`src/shared/pot_pkg.sv`:
```
`default_nettype none
package pot_pkg;

   // Reference bus: 16-bit data, two-clock accesses without wait states
   localparam int         BUS_WIDTH      = 16;
   localparam int         BUS_CLOCKS     = 2;
   localparam logic [3:0] BUS_LAST       = 4'(BUS_CLOCKS - 1);
   localparam logic [1:0] MIN_WORDS      = 2'h2;
   localparam logic [1:0] MAX_WORDS      = 2'h3;
   localparam logic [7:0] BRANCH_MIN_CYC = 8'(3 * BUS_CLOCKS);
   localparam logic [3:0] LONG_EXTRA     = 4'h2;
   localparam logic [7:0] LONG_EXTRA_CYC = 8'h02;

   typedef enum logic [1:0] {
      KIND_FETCH = 2'b00,
      KIND_READ  = 2'b01,
      KIND_WRITE = 2'b10
   } bus_kind_e;

   typedef enum logic [2:0] {
      EA_DREG    = 3'b000,
      EA_AREG    = 3'b001,
      EA_IND     = 3'b010,
      EA_POSTINC = 3'b011,
      EA_PREDEC  = 3'b100,
      EA_DISP    = 3'b101,
      EA_ABSW    = 3'b110,
      EA_IMMW    = 3'b111
   } ea_mode_e;

   function automatic logic [3:0] min4(input logic [3:0] a, input logic [3:0] b);
      return (a < b) ? a : b;
   endfunction

endpackage
`default_nettype wire

```
`src/hdl/operand_fetch_address_timing.sv`:
```
`default_nettype none
module operand_fetch_address_timing
   import pot_pkg::*;
(
   input  wire logic [2:0] mode_i,
   input  wire logic       long_i,
   output logic      [3:0] head_o,
   output logic      [3:0] tail_o,
   output logic      [7:0] cyc_o,
   output logic      [1:0] rd_o
);

   always_comb begin
      unique case (ea_mode_e'(mode_i))
         EA_DREG, EA_AREG: begin
            head_o = 4'h0; tail_o = 4'h0; cyc_o = 8'h00; rd_o = 2'h0; // RULE20
         end
         EA_IND, EA_POSTINC: begin
            head_o = 4'h1; tail_o = 4'h1; cyc_o = 8'h03; rd_o = 2'h1; // RULE20
         end
         EA_PREDEC: begin
            head_o = 4'h2; tail_o = 4'h2; cyc_o = 8'h04; rd_o = 2'h1; // RULE20
         end
         EA_DISP, EA_ABSW: begin
            head_o = 4'h1; tail_o = 4'h3; cyc_o = 8'h05; rd_o = 2'h1;
         end
         EA_IMMW: begin
            head_o = 4'h1; tail_o = 4'h1; cyc_o = 8'h03; rd_o = 2'h0;
         end
      endcase
      // Long operand takes a second bus cycle
      if (long_i && rd_o != 2'h0) begin
         rd_o   = 2'h2; // RULE14
         tail_o = tail_o + LONG_EXTRA; // RULE14
         cyc_o  = cyc_o + LONG_EXTRA_CYC;
      end
   end

endmodule
`default_nettype wire

```
`src/hdl/prefetch_overlap_timing.sv`:
```
// Behaviour
// RULE1: Two-word instruction pipe; start needs two words, up to three held.
// RULE2: A branch lasts at least three bus cycles.
// RULE3: After change of flow, third word fetched only on a fast bus.
// RULE4: Branch prefetches only what it needs; destination starts early.
// RULE5: Late branch displacement adds one clock.
// RULE6: Free bus and fewer than three words issues a prefetch at once.
// RULE7: Replacement prefetch may start before its instruction executes.
// RULE8: Bus runs beside address calculation; overlap is min of tail and head.
// RULE9: Reference timing: 16-bit bus, two-clock cycles, no waits, full pipe.
// RULE10: Each instruction exposes a head for prior writes or prefetches.
// RULE11: Each instruction exposes a tail of trailing write cycles.
// RULE12: Report total cycles plus reads, fetches and writes per instruction.
// RULE13: Four-clock long write tail hides under a four-clock head.
// RULE14: Variable operand count is one, two for long; long adds two tail.
// RULE15: Word extension must sit one cycle in the pipe before start.
// RULE16: After a negative tail, prefetch may begin during prior instruction.
// RULE17: Address-tail read does not overlap a zero-head operation.
// RULE18: Prefetch displaced by a trailing write is deferred, not dropped.
// RULE19: Slow memory stretches accesses; core stretches timing alike.
// RULE20: Operand fetch costs per mode: direct 0, indirect 3, predecrement 4.
// RULE21: Overlap of neighbours is min of earlier tail and later head.
// RULE22: Idle bus lets replacement prefetch start two clocks before the end.
// RULE23: Pending trailing write wins the bus over a queued prefetch.
`default_nettype none
module prefetch_overlap_timing
   import pot_pkg::*;
(
   input  wire logic       CORE_CLK_I,
   input  wire logic       SRST_I,
   input  wire logic       START_REQ_I,
   input  wire logic [3:0] OP_HEAD_I,
   input  wire logic [3:0] OP_TAIL_I,
   input  wire logic [7:0] OP_CYCLES_I,
   input  wire logic [2:0] EA_MODE_I,
   input  wire logic       LONG_I,
   input  wire logic       WRITE_I,
   input  wire logic       COF_I,
   input  wire logic       EXT_WORD_I,
   input  wire logic       DISP_LATE_I,
   input  wire logic [1:0] INSN_WORDS_I,
   input  wire logic       BUS_ACK_I,
   output logic            START_ACK_O,
   output logic            BUS_REQ_O,
   output logic            BUS_START_O,
   output logic      [1:0] BUS_KIND_O,
   output logic      [1:0] WORDS_O,
   output logic            EXEC_O,
   output logic            DONE_O,
   output logic      [3:0] HEAD_O,
   output logic      [3:0] TAIL_O,
   output logic      [7:0] CYCLES_O,
   output logic      [3:0] READS_O,
   output logic      [3:0] FETCHES_O,
   output logic      [3:0] WRITES_O
);

   typedef enum logic {
      ST_IDLE = 1'b0,
      ST_EXEC = 1'b1
   } st_e;

   typedef struct packed {
      st_e        st;
      logic [1:0] words;
      logic       fresh;
      logic       fast;
      logic       drop;
      logic       cof_lim;
      logic       cur_cof;
      logic       bus_act;
      logic       bus_start;
      bus_kind_e  bus_kind;
      logic [3:0] bus_cnt;
      logic [7:0] exec_left;
      logic [3:0] tail_left;
      logic [1:0] reads_owed;
      logic [1:0] writes_owed;
      logic [1:0] wr_next;
      logic [3:0] tail_next;
      logic       ack;
      logic       done;
      logic [3:0] head;
      logic [3:0] tail;
      logic [7:0] cyc;
      logic [3:0] rd;
      logic [3:0] pf;
      logic [3:0] wr;
      logic [7:0] cyc_cnt;
      logic [3:0] rd_cnt;
      logic [3:0] pf_cnt;
   } state_s;

   state_s     s;
   state_s     n;

   logic [3:0] ea_head;
   logic [3:0] ea_tail;
   logic [7:0] ea_cyc;
   logic [1:0] ea_rd;
   logic [3:0] ins_head;
   logic [3:0] ov_ea;
   logic [3:0] ov_prev;
   logic [7:0] base;
   logic [7:0] total;
   logic [1:0] used;
   logic [1:0] lim;
   logic       bus_end;
   logic       wait_st;
   logic       take;
   logic       finish;

   operand_fetch_address_timing u_ea (
      .mode_i (EA_MODE_I),
      .long_i (LONG_I),
      .head_o (ea_head),
      .tail_o (ea_tail),
      .cyc_o  (ea_cyc),
      .rd_o   (ea_rd)
   );

   // Length of the instruction being offered
   always_comb begin
      ins_head = (ea_cyc == 8'h00) ? OP_HEAD_I : ea_head; // RULE10
      // A zero-head operation serialises the operand read
      ov_ea    = (OP_HEAD_I == 4'h0) ? 4'h0 : min4(ea_tail, OP_HEAD_I); // RULE17 RULE8
      ov_prev  = min4(s.tail_left, ins_head); // RULE21 RULE13
      // Table figures never make the overlap exceed the cycle count
      base     = ea_cyc - {4'h0, ov_ea} + OP_CYCLES_I - {4'h0, ov_prev};
      if (COF_I && base < BRANCH_MIN_CYC) begin
         base = BRANCH_MIN_CYC; // RULE2
      end
      total = base + {7'h00, COF_I & DISP_LATE_I}; // RULE5
      if (total == 8'h00) begin
         total = 8'h01;
      end
      used = (s.words < INSN_WORDS_I) ? s.words : INSN_WORDS_I;
   end

   assign bus_end = s.bus_act && (s.bus_cnt >= BUS_LAST) && BUS_ACK_I; // RULE9
   assign wait_st = s.bus_act && (s.bus_cnt >= BUS_LAST) && !BUS_ACK_I;
   // Extension word must have aged one cycle in the pipe
   assign take    = (s.st == ST_IDLE) && START_REQ_I && (s.words >= MIN_WORDS)
                    && !(EXT_WORD_I && s.fresh); // RULE1 RULE15

   always_comb begin
      n           = s;
      n.ack       = 1'b0;
      n.done      = 1'b0;
      n.bus_start = 1'b0;
      n.fresh     = 1'b0;
      finish      = 1'b0;
      lim         = MAX_WORDS;

      if (s.bus_act && s.bus_cnt != 4'hF) begin
         n.bus_cnt = s.bus_cnt + 4'h1;
      end
      if (bus_end) begin
         n.bus_act = 1'b0;
         n.fast    = (s.bus_cnt == BUS_LAST); // RULE3 RULE19
         unique case (s.bus_kind)
            KIND_FETCH: begin
               if (!s.drop) begin
                  n.words = s.words + 2'h1;
                  n.fresh = 1'b1;
               end
               n.drop = 1'b0;
            end
            KIND_READ: begin
               n.reads_owed = s.reads_owed - 2'h1;
            end
            KIND_WRITE: begin
               n.writes_owed = s.writes_owed - 2'h1;
            end
            default: begin
            end
         endcase
      end

      if (s.tail_left != 4'h0) begin
         n.tail_left = s.tail_left - 4'h1;
      end

      if (s.st == ST_EXEC) begin
         n.cyc_cnt = s.cyc_cnt + 8'h01;
         // Wait states on an operand read stretch execution
         if (s.exec_left != 8'h00 && !(wait_st && s.bus_kind == KIND_READ)) begin
            n.exec_left = s.exec_left - 8'h01; // RULE19
         end
         finish = (s.exec_left == 8'h00) && (n.reads_owed == 2'h0) && (n.writes_owed == 2'h0)
                  && !(n.bus_act && s.bus_kind == KIND_READ);
         if (finish) begin
            n.st          = ST_IDLE;
            n.done        = 1'b1;
            n.cyc         = n.cyc_cnt; // RULE12
            n.rd          = s.rd_cnt;
            n.pf          = s.pf_cnt;
            n.wr          = {2'h0, s.wr_next};
            n.pf_cnt      = 4'h0;
            n.writes_owed = s.wr_next; // RULE11
            n.tail_left   = s.tail_next; // RULE11
            if (s.cur_cof) begin
               // Old stream is discarded, including a fetch still on the bus
               n.words   = 2'h0; // RULE4
               n.fresh   = 1'b0;
               n.cof_lim = 1'b1; // RULE3
               n.drop    = n.bus_act && (s.bus_kind == KIND_FETCH);
            end
         end
      end else if (take) begin
         n.st        = ST_EXEC;
         n.ack       = 1'b1;
         n.words     = n.words - used; // RULE1
         n.exec_left = total - 8'h01;
         n.head      = ins_head; // RULE10
         n.tail      = OP_TAIL_I + ((LONG_I && WRITE_I) ? LONG_EXTRA : 4'h0); // RULE14
         n.tail_next = n.tail;
         n.wr_next   = WRITE_I ? (LONG_I ? 2'h2 : 2'h1) : 2'h0; // RULE14
         n.reads_owed = ea_rd;
         n.cur_cof   = COF_I;
         n.cof_lim   = 1'b0;
         n.cyc_cnt   = 8'h00;
         n.rd_cnt    = 4'h0;
      end

      // Branch asks for no more than its own two words; slow bus skips the third
      if (n.st == ST_EXEC && n.cur_cof) begin
         lim = MIN_WORDS; // RULE4
      end else if (n.cof_lim && !n.fast) begin
         lim = MIN_WORDS; // RULE3
      end

      if (!n.bus_act) begin
         if (n.writes_owed != 2'h0) begin
            n.bus_act  = 1'b1; // RULE23
            n.bus_kind = KIND_WRITE;
         end else if (n.st == ST_EXEC && n.reads_owed != 2'h0) begin
            n.bus_act  = 1'b1;
            n.bus_kind = KIND_READ;
            n.rd_cnt   = n.rd_cnt + 4'h1;
         end else if (n.words < lim) begin
            // Deferred prefetch retries every idle slot, even mid-instruction
            n.bus_act  = 1'b1; // RULE6 RULE7 RULE16 RULE18 RULE22
            n.bus_kind = KIND_FETCH;
            n.pf_cnt   = n.pf_cnt + 4'h1;
         end
         if (n.bus_act) begin
            n.bus_start = 1'b1;
            n.bus_cnt   = 4'h0;
         end
      end
   end

   always_ff @(posedge CORE_CLK_I) begin
      if (SRST_I) begin
         s <= '0;
      end else begin
         s <= n;
      end
   end

   assign START_ACK_O = s.ack;
   assign BUS_REQ_O   = s.bus_act;
   assign BUS_START_O = s.bus_start;
   assign BUS_KIND_O  = s.bus_kind;
   assign WORDS_O     = s.words;
   assign EXEC_O      = s.st;
   assign DONE_O      = s.done;
   assign HEAD_O      = s.head;
   assign TAIL_O      = s.tail;
   assign CYCLES_O    = s.cyc;
   assign READS_O     = s.rd;
   assign FETCHES_O   = s.pf;
   assign WRITES_O    = s.wr;
endmodule
`default_nettype wire

```
`config.mk`:
```
export PLATFORM = sky130hd
export DESIGN_NAME = prefetch_overlap_timing
export DESIGN_NICKNAME = d
export VERILOG_FILES = /design/src/shared/pot_pkg.sv /design/src/hdl/operand_fetch_address_timing.sv /design/src/hdl/prefetch_overlap_timing.sv
export SDC_FILE = /design/constraint.sdc
export NUM_CORES = 1
export LEC_CHECK = 0
export BUFFER_PORTS_ARGS = -buffer_cell sky130_fd_sc_hd__clkbuf_2
export CORE_UTILIZATION = 55
export CTS_BUF_LIST = sky130_fd_sc_hd__clkbuf_4
export CTS_CLUSTER_DIAMETER = 80
export DETAILED_ROUTE_END_ITERATION = 8
export PLACE_DENSITY = 0.76
export SLEW_MARGIN = 25
export SYNTH_ARGS = -nofsm -noshare
export SYNTH_HDL_FRONTEND = slang
export SYNTH_SLANG_ARGS = --single-unit
```
`constraint.sdc`:
```
create_clock -name CORE_CLK_I -period 8.05 [get_ports CORE_CLK_I]
set_input_delay 0.4025 -clock CORE_CLK_I [delete_from_list [all_inputs] [get_ports CORE_CLK_I]]
set_output_delay 0.4025 -clock CORE_CLK_I [all_outputs]
set_load 0.05 [all_outputs]
```
Word-level counts from Yosys, hierarchy flattened. Memories as Yosys holds them, arrays and structs flattened. Index checks and enable logic that the tools add are counted. Widths: inputs -> output; s select.

Register bits: 78. Memories kept: 1. ROM bits: 64.

Equal/unequal tests: 5. Reduce and logical (&&, ||, !) cells: 47. $lt $le $gt $ge: 7. Bitwise gates (word level): 3. Muxes and demuxes: 67. Add/subtract/negate cells: 18.

Memory list: (name not given) (depth 8, width 8, rd ports 1, clocked after memory_dff 0, write ports 0, RTL line operand_fetch_address_timing.sv:14) `unique case (ea_mode_e'(mode_i))`.

Operator list (number): $mux 8 (10); $mux 4 (18); $mux 2 (17); $logic_not 8->1 (3); $logic_and 1x1->1 (21); $sub 8x1->8 const B (2); $sub 8x4->8 (2); $mux 1 (15); $mux 3 (5); $add 4x1->4 const B (3); $mux 12 (1); $add 8x1->8 (1); $add 8x1->8 const B (1); $add 8x2->8 const B (1); $add 8x8->8 (1); $lt 4x4->1 (2); $lt 8x3->1 const B (1); $reduce_and 2->1 (4); $reduce_bool 2->1 (4); $reduce_bool 8->1 (1); $logic_not 2->1 (3); $reduce_or 2->1 (3); $logic_not 1->1 (5); $mux 5 (1); other kinds (19) (22).

Longest topological paths before layout. Gate-level depths: netlist of run 1.

Depth after elaboration: 20. Depth in mapped cells: 34. Gate-level depth less buffers: 34.

Modules after synthesis. Synthesis of run 1 repeated with hierarchy kept, for this count alone.

Cell total of the unflattened synthesis: 669. Area total of the unflattened synthesis: 5321.4 µm².

Modules (own cells, without submodules): prefetch_overlap_timing (times used 1, area each 5123.7 µm², seq. area each 1561.5 µm², cells each 641); operand_fetch_address_timing (times used 1, area each 197.7 µm², seq. area each 0.0 µm², cells each 28).

Worst setup path after synthesis of run 1. Ideal clock, no wire load.

Path type: input-to-reg. Start: input EA_MODE_I[2]. End: register s[66] in the netlist's numbering. Setup slack: 994 ps. Data arrival time: 6970 ps. Data required time: 7964 ps. Path buffers: 0. Setup time: 86 ps. Cell stages on the path: 32. Path through: inv_1 > mux2i_1 > nor2b_1 > inv_1 > ha_1 > o21a_1 > o21ai_0 > nand2b_1 > a21oi_1 > mux2i_1 > fa_1 > fa_1 > inv_1 > ha_1 > fa_1 > a211o_1 > a21oi_1 > o22ai_1 > or4_1 > nor2_1 > nor2b_1 > ha_1 > and3_1 > and3_1 > a21o_1 > o2111ai_1 > and2_1 > ha_1 > inv_1 > nor4_1 > xor2_1 > a211oi_1.

Longest elaborated chain between the ends: 19.

RTL lines: start: declaration (RTL line prefetch_overlap_timing.sv:35) `input wire logic [2:0] EA_MODE_I,`; $mem_v2 8x8 *; branches (longest 8 deep; another with $sub 8x4->8); $sub 8x4->8 * (RTL line prefetch_overlap_timing.sv:129) `base = ea_cyc - {4'h0, ov_ea} + OP_CYCLES_I - {4'h0, ov_prev};`; $lt 8x3->1 (RTL line prefetch_overlap_timing.sv:130) `if (COF_I && base < BRANCH_MIN_CYC) begin`; $logic_and 1x1->1 (RTL line prefetch_overlap_timing.sv:130); $mux 8 * (RTL line prefetch_overlap_timing.sv:130); $add 8x1->8 * (RTL line prefetch_overlap_timing.sv:133) `total = base + {7'h00, COF_I & DISP_LATE_I};`; $logic_not 8->1 (RTL line prefetch_overlap_timing.sv:134) `if (total == 8'h00) begin`; $mux 8 * (RTL line prefetch_overlap_timing.sv:134); $sub 8x1->8 * (RTL line prefetch_overlap_timing.sv:214) `n.exec_left = total - 8'h01;`; $mux 8 * (RTL line prefetch_overlap_timing.sv:210) `end else if (take) begin`; $mux 8 * (RTL line prefetch_overlap_timing.sv:184) `if (s.st == ST_EXEC) begin`; end signal: assignment (RTL line prefetch_overlap_timing.sv:258) `s <= n;`; end: declaration (RTL line prefetch_overlap_timing.sv:94) `state_s s;`.

Every way passes the cells marked *. The select of a mux whose other input is x is not followed. A chain may end at the register's enable or synchronous reset.

Worst setup path after layout of run 1. Ends and elaborated chain as after synthesis.

==> results of run 1 <==
## stage by stage
step,util,hold slack [ns]
after floorplan,-,0.4367
final,0.5978,0.1677
after global routing,0.5978,0.1379
after global placement,0.5831,0.4459
after CTS,0.5974,0.1529
after detailed placement,0.5831,0.4463
## kinds of logic after synthesis
| group | count (synthesis) | synth area share |
|---|---|---|
| and+or+nand+nor | 257 | 0.2445 |
| AOI/OAI and AO/OA | 148 | 0.1836 |
| buffers and inverters | 101 | 0.09627 |
| DFF | 78 | 0.3004 |
| adders and majority gates | 39 | 0.1054 |
| xor gates and xnor gates | 29 | 0.04886 |
| muxes | 10 | 0.01950 |
| other | 2 | 0.001445 |
## report_power, final
group / total, uW / leakage, uW / internal [uW] / switching, uW
Clock: 233 / 0.0000694 / 92.4 / 140
Sequential: 410 / 0.000630 / 397 / 13.6
Combinational: 832 / 0.00167 / 334 / 498
Total: 1470 / 0.00237 / 823 / 652
## registers in the layout, indices dropped and copies added (netlist names)
register	count
DONE_O	1
BUS_KIND_O	2
HEAD_O	4
CYCLES_O	8
READS_O	4
WRITES_O	2
BUS_REQ_O	1
BUS_START_O	1
TAIL_O	4
FETCHES_O	4
s	43
WORDS_O	2
EXEC_O	1
START_ACK_O	1
## path summary, 6_finish.rpt
kind / startpoint / to / cells after the start
setup reg to reg: s[57] / s[66] / 28
hold / removal: OP_TAIL_I[0] / TAIL_O[0] / 3
setup / recovery: EA_MODE_I[2] / s[66] / 33
hold reg to reg: HEAD_O[2] / HEAD_O[2] / 2
## worst min-delay path, stage by stage
cell      delay (ns)
clkbuf_2        0.08
nand2_1         0.04
a21oi_1         0.05
## cells in the mapped netlist, drive strengths merged (8+ instances only)
library cell | n | area share
dfxtp | 78 | 0.30
a211oi | 17 | 0.026
nand3 | 21 | 0.020
ha | 31 | 0.075
buf | 36 | 0.049
a21oi | 64 | 0.062
nor2 | 73 | 0.053
and2 | 11 | 0.013
fa | 8 | 0.031
nand2b | 8 | 0.0096
mux2i | 9 | 0.017
nor4 | 8 | 0.011
nor3 | 14 | 0.013
clkbuf | 22 | 0.016
nand2 | 75 | 0.054
xnor2 | 19 | 0.032
xor2 | 10 | 0.017
inv | 43 | 0.031
o21ai | 19 | 0.018
## layer usage
layer | track usage | vias up | part of all wire
met2 | 0.4140 | 132 | 0.48
met1 | 0.3013 | 2060 | 0.45
met4 | 0.09955 | 0 | 0.022
met3 | 0.05552 | 22 | 0.048
met5 | 0 | - | 0
li1 | - | 2315 | -
## placed cells by master (no fill, tap or decap), types with 4 or more instances in the layout
master and n:
or2_2 5, inv_1 43, a21oi_1 63, nor3_1 14, o31a_1 4, nor2_1 73, nand2_1 75, nor4_1 7
dfxtp_1 78, ha_1 31, and3_1 6, a21o_1 6, clkbuf_4 9, xor2_1 10, nor2b_1 5, conb_1 4
nand3b_1 7, fa_1 8, a211oi_1 16, clkbuf_2 64, or4_1 5, mux2i_1 9, o21ai_0 17, o21a_1 6
nand2b_1 8, nand3_1 21, o31ai_1 4, buf_4 4, and2_1 11, xnor2_1 19
## final cells by class
| type | count | share of cell area |
|---|---|---|
| clock buffer | 9 | 0.01229 |
| multi-input combinational | 487 | 0.5737 |
| sequential | 78 | 0.2840 |
| clock inverter | 6 | 0.01161 |
| timing repair buffer | 68 | 0.06372 |
| inverter | 43 | 0.02936 |
| tap | 111 | 0.02526 |
==> implementation parameters, run 1 <==
Parameter                              Value

Detailed routing
  DRC violation total after the first TritonRoute iteration    240
  Number of nets still failing antenna checks after routing    0
  Routed wire length per instance    14.41 um
  Average via count per standard cell    between 5 and 6
  Routed wire length    11550 um
  Remaining DRCs    0
  Number of iterations in the first detailed-routing pass    5
  DR vias    4529

Global routing
  Vias in the first global route    4371
  Maximum number of pins on one net before global-route repair    79
  Sum of overflow across all layers after global routing    0
  Initial antenna violation count    0
  GRT Total Usage    0.2448
  Wire length of the first global-routing pass    19580 um

CTS
  CTS tree    built
  Hold bufs inserted after CTS    0
  Number of buffers created by CTS    9
  Clock-pin slew reported for the worst setup and hold paths after clock tree synthesis    0.13 ns
  Number of gates given a new drive strength after cts    0
  Deepest level of the CTS H-tree    3
  Maximum number of buffers from clock root to sink    2
  Buffers inserted by post-CTS timing repair    0
  Root buffer cell    clkbuf_4
  Source-to-sink clock delay at the later pin of the worst-skew pair    0.44 ns
  CTS sink cnt    78

Power
  Static leakage    0.002373 uW
  Post-layout total power    1475 uW
  Worst VDD drop    between 0.2 and 0.25 mV
  Ratio of total power to cell area    approximately 270 nW/um^2

Floorplanning
  Number of standard-cell rows in the floorplan    35
  I/O pin count    67
  Placeable core region    9196 sq um
  DIE HEIGHT    between 90 and 100 um
  Initial Utilization    0.5653
  X dimension of the die    99.22 um
  Die area    9845 sq um

STA
  Final setup fails    0
  Transition at the pin with the smallest max-transition slack    between 0.8 and 0.9 ns
  Post-layout minimum cycle time    between 7 and 8 ns
  Highest achievable clock rate    ~130 MHz
  Final total negative setup slack    0 ns
  Final hold violation count    0
  Clock tree skew after final layout    0.02126 ns
  Max-slew headroom    0.4017
  Final setup margin    0.6265 ns
  Share of the cycle needed by the critical path after routing    0.9222
  Unrepaired setup endpoints after global routing    no
  Total count of max-transition violations in the final report    0

Hold path
  Worst Hold Class    primary input to flip-flop

Synthesis
  Post-Synthesis Cells    664
  Share of synthesized flip-flops with an asynchronous set or reset    0
  EDFF count, synth    0
  Number of storage elements in the synthesis netlist    slightly below 80
  Share of the yosys chip area belonging to registers    0.3004
  Synth unique cells    63
  YS warnings    0
  Synth Cell Area    5199 sq um
  Main flop type after synthesis    dfxtp_1
  Synthesized area divided by synthesized cell count    7.829 sq um

Worst setup path
  CP bufs+invs    5
  Minimum setup slack among reg-to-reg paths    around 0.9 ns
  Crit Path Max Fanout    7
  Data arrival time of the critical path    7.78 ns
  Worst endpoint required time    about 8.4 ns
  Crit. End Element    flip-flop
  Cell family contributing the most delay on the critical path    adder cells
  Slowest library cell on the worst path    or4_1
  Crit Path Category    primary input to flip-flop
  CP peak stage delay    a little under 0.6 ns
  CP Launch Type    primary input

Layout
  Final instance area    around 5500 sq um
  Total inserted antenna cells    0
  Area taken by flip-flops and latches    between 1500 and 2000 sq um
  Final #Nets    roughly 760
  Share of layout cells above drive strength 1    0.1404
  Fill cell count    852
  Footprint of the multi-input gates    3154 sq um
  Layout overhead on the synthesized area    5.752%
  Number of cells in the finished layout apart from fillers    ~800

Placement
  Cell area after placement    5363 sq um
  Input/output buffers    between 60 and 70
  Minimum setup slack after placement    0.1573 ns
  Post-DP HPWL    approximately 8500 um
  Weighted congestion at the end of routability-driven global placement    about 0.95
  Placed Cells incl. Taps    787

Run
  Max-Cap Viols    0

Run status
  Result of the run    completed
No activity file was read; power rests on OpenSTA's default activity.
==> run 2, diff against run 1 <==
clock period = 7.34 ns   (was 8.05 ns; I/O delays follow)
==> run 2 against run 1 <==
Combinational power increased by 16%. Sequential power up 9.8%. Die area unchanged. Non-clock buffer count grew 6. Routed wire length up 0.61%. Final area up 1.8%. Largest cell class unchanged.
==> implementation parameters, run 2 (same netlist as run 1, synthesis figures left out) <==
Parameter                              Value

Run status
  Result of the run    completed

Detailed routing
  Remaining DRCs    0 (unchanged)
  Number of nets still failing antenna checks after routing    0 (unchanged)
  Routed wire length per instance    14.37 um (-0.26%)
  Routed wire length    11620 um (+0.61%)
  Average via count per standard cell    5.728 (+1.4%)
  DRC violation total after the first TritonRoute iteration    209 (-13%)
  Number of iterations in the first detailed-routing pass    6 (+1)
  DR vias    4634 (+2.3%)

STA
  Max-slew headroom    0.3924 (-0.009295)
  Final hold violation count    0 (unchanged)
  Clock tree skew after final layout    0.03431 ns (+0.01305 ns)
  Transition at the pin with the smallest max-transition slack    0.9114 ns (+0.01394 ns)
  Post-layout minimum cycle time    slightly below 7 ns
  Total count of max-transition violations in the final report    0 (unchanged)
  Unrepaired setup endpoints after global routing    no
  Final setup fails    0 (unchanged)
  Final setup margin    0.4267 ns (-0.1999 ns)
  Highest achievable clock rate    144.6 MHz
  Share of the cycle needed by the critical path after routing    0.9419

Layout
  Number of cells in the finished layout apart from fillers    809 (+0.87%)
  Share of layout cells above drive strength 1    0.1605 (+0.02008)
  Core Util, Final    0.6088 (+0.01102)
  Final instance area    5599 sq um (+1.8%)
  Commonest non-fill, non-tap cell in the layout    dfxtp_1
  Number of flip-flops under the largest register name    43 (unchanged)
  Highest-count cells in the layout ignoring fill and taps    dfxtp_1 (78), nand2_1 (75), nor2_1 (73)
  Total inserted antenna cells    0 (unchanged)
  Register with the most flip-flops    s
  Final #Nets    762 (+0.79%)
  Fill cell count    864 (+1.4%)
  Layout overhead on the synthesized area    7.702%

CTS
  Deepest level of the CTS H-tree    3 (unchanged)
  Source-to-sink clock delay at the later pin of the worst-skew pair    0.46 ns (+0.02 ns)
  Hold bufs inserted after CTS    0 (unchanged)
  Maximum number of buffers from clock root to sink    2 (unchanged)
  Root buffer cell    clkbuf_4
  CTS tree    built
  CTS sink cnt    78 (unchanged)
  Clock-pin slew reported for the worst setup and hold paths after clock tree synthesis    0.13 ns (about the same)
  Number of buffers created by CTS    9 (unchanged)

Worst setup path
  Worst endpoint required time    7.70 ns (-0.70 ns)
  CP peak stage delay    0.57 ns (-0.02 ns)
  R2r worst-path depth    29 (+3.6%)
  Crit Path Max Fanout    6 (-1)
  Slowest library cell on the worst path    or4_4
  Data arrival time of the critical path    7.27 ns (-0.51 ns)
  Start of the worst register-to-register path    s[57]
  Crit Path Category    primary input to flip-flop
  Launch point of the critical path    EA_MODE_I[2]
  Crit. End Element    flip-flop
  Minimum setup slack among reg-to-reg paths    0.57 ns (-0.33 ns)
  Capturing point of the worst reg2reg path    s[66]
  CP Launch Type    primary input

Global routing
  Wire length of the first global-routing pass    19330 um (-1.3%)
  Vias in the first global route    4322 (-1.1%)
  GRT Total Usage    0.2416 (-0.003126)
  Grt peak-use layer    met2
  Initial antenna violation count    0 (unchanged)
  Sum of overflow across all layers after global routing    0 (unchanged)
  Met2 track demand over resource    0.4311 (+0.01709)
  M1 GR Usage    0.2949 (-0.006379)
  Maximum number of pins on one net before global-route repair    79 (unchanged)
  GRT met3 Usage    0.04919 (-0.006325)

Hold path
  Hold Path Depth    3 (unchanged)
  End point of the most critical hold path    TAIL_O[0]
  Hold wc startpoint    OP_TAIL_I[0]
  Worst Hold Class    primary input to flip-flop

Floorplanning
  Number of standard-cell rows in the floorplan    35 (unchanged)
  I/O pin count    67 (unchanged)
  Initial Utilization    0.5653 (unchanged)
  DIE HEIGHT    99.22 um (unchanged)
  Die area    9845 sq um (unchanged)
  X dimension of the die    99.22 um (unchanged)
  Placeable core region    9196 sq um (unchanged)

Placement
  Weighted congestion at the end of routability-driven global placement    0.9578 (+1.1%)
  Minimum setup slack after placement    -0.2263 ns (-0.3836 ns)
  Placed Cells incl. Taps    793 (+0.76%)
  Cell area after placement    5408 sq um (+0.84%)
  Input/output buffers    64 (unchanged)
  Post-DP HPWL    8580 um (+0.73%)

Power
  Worst VDD drop    0.2364 mV (+17%)
  Ratio of total power to cell area    302.5 nW/um^2 (+13%)
  Post-layout total power    1694 uW (+15%)
  Static leakage    0.002421 uW (+2.0%)

Run
  Max-Cap Viols    0 (unchanged)
run 2: repair_timing:
item	4_1_cts	5_1_grt
setup endpoints to repair	0	3
buffers inserted	0	0
resized for setup	0	10
run 2: worst max-delay path by stage:
stage	endpoint	slack [ns]	cells after the start
after floorplan	s[66]	0.32	32
final	s[66]	0.43	34
after detailed placement	s[66]	-0.23	33
after CTS	s[66]	0.25	33
after global placement	s[66]	0.13	33
after global routing	s[66]	0.02	33
run 2: worst max-delay path: cells and delay by family:
kind,cells,cell delay (ns)
adder cells (fa/ha/maj),7,2.37
XOR/XNOR,2,0.25
AO/OA/AOI/OAI,8,1.48
buffers and inverters,5,0.40
AND/OR/NAND/NOR,10,1.95
multiplexers,2,0.43
run 2: per-layer routing:
metal	routed length [um]	vias to the layer above
met5	0	-
met4	215	0
met3	469	24
met2	5695	115
met1	5244	2166
li1	-	2329
run 2: area by class of cell:
type / instances / area, sq um / share of cell area
clock buffer: 9 / 67.56 / 0.01207
clock inverter: 7 / 80.08 / 0.01430
inverter: 43 / 161.4 / 0.02883
multi-input combinational: 487 / 3194 / 0.5705
sequential: 78 / 1562 / 0.2789
tap: 111 / 138.9 / 0.02480
timing repair buffer: 74 / 395.4 / 0.07061
run 2: report_power, final:
| part | internal, uW | total (uW) | switching [uW] |
|---|---|---|---|
| Sequential | 435 | 450 | 14.9 |
| Clock | 108 | 278 | 170 |
| Combinational | 401 | 966 | 564 |
run 2: metrics by stage:
step,setup TNS (ns),hold WS [ns]
after global placement,0,0.4458
after global routing,0,0.1068
after floorplan,0,0.4367
after CTS,0,0.1208
after detailed placement,-0.3942,0.4484
final,0,0.1364
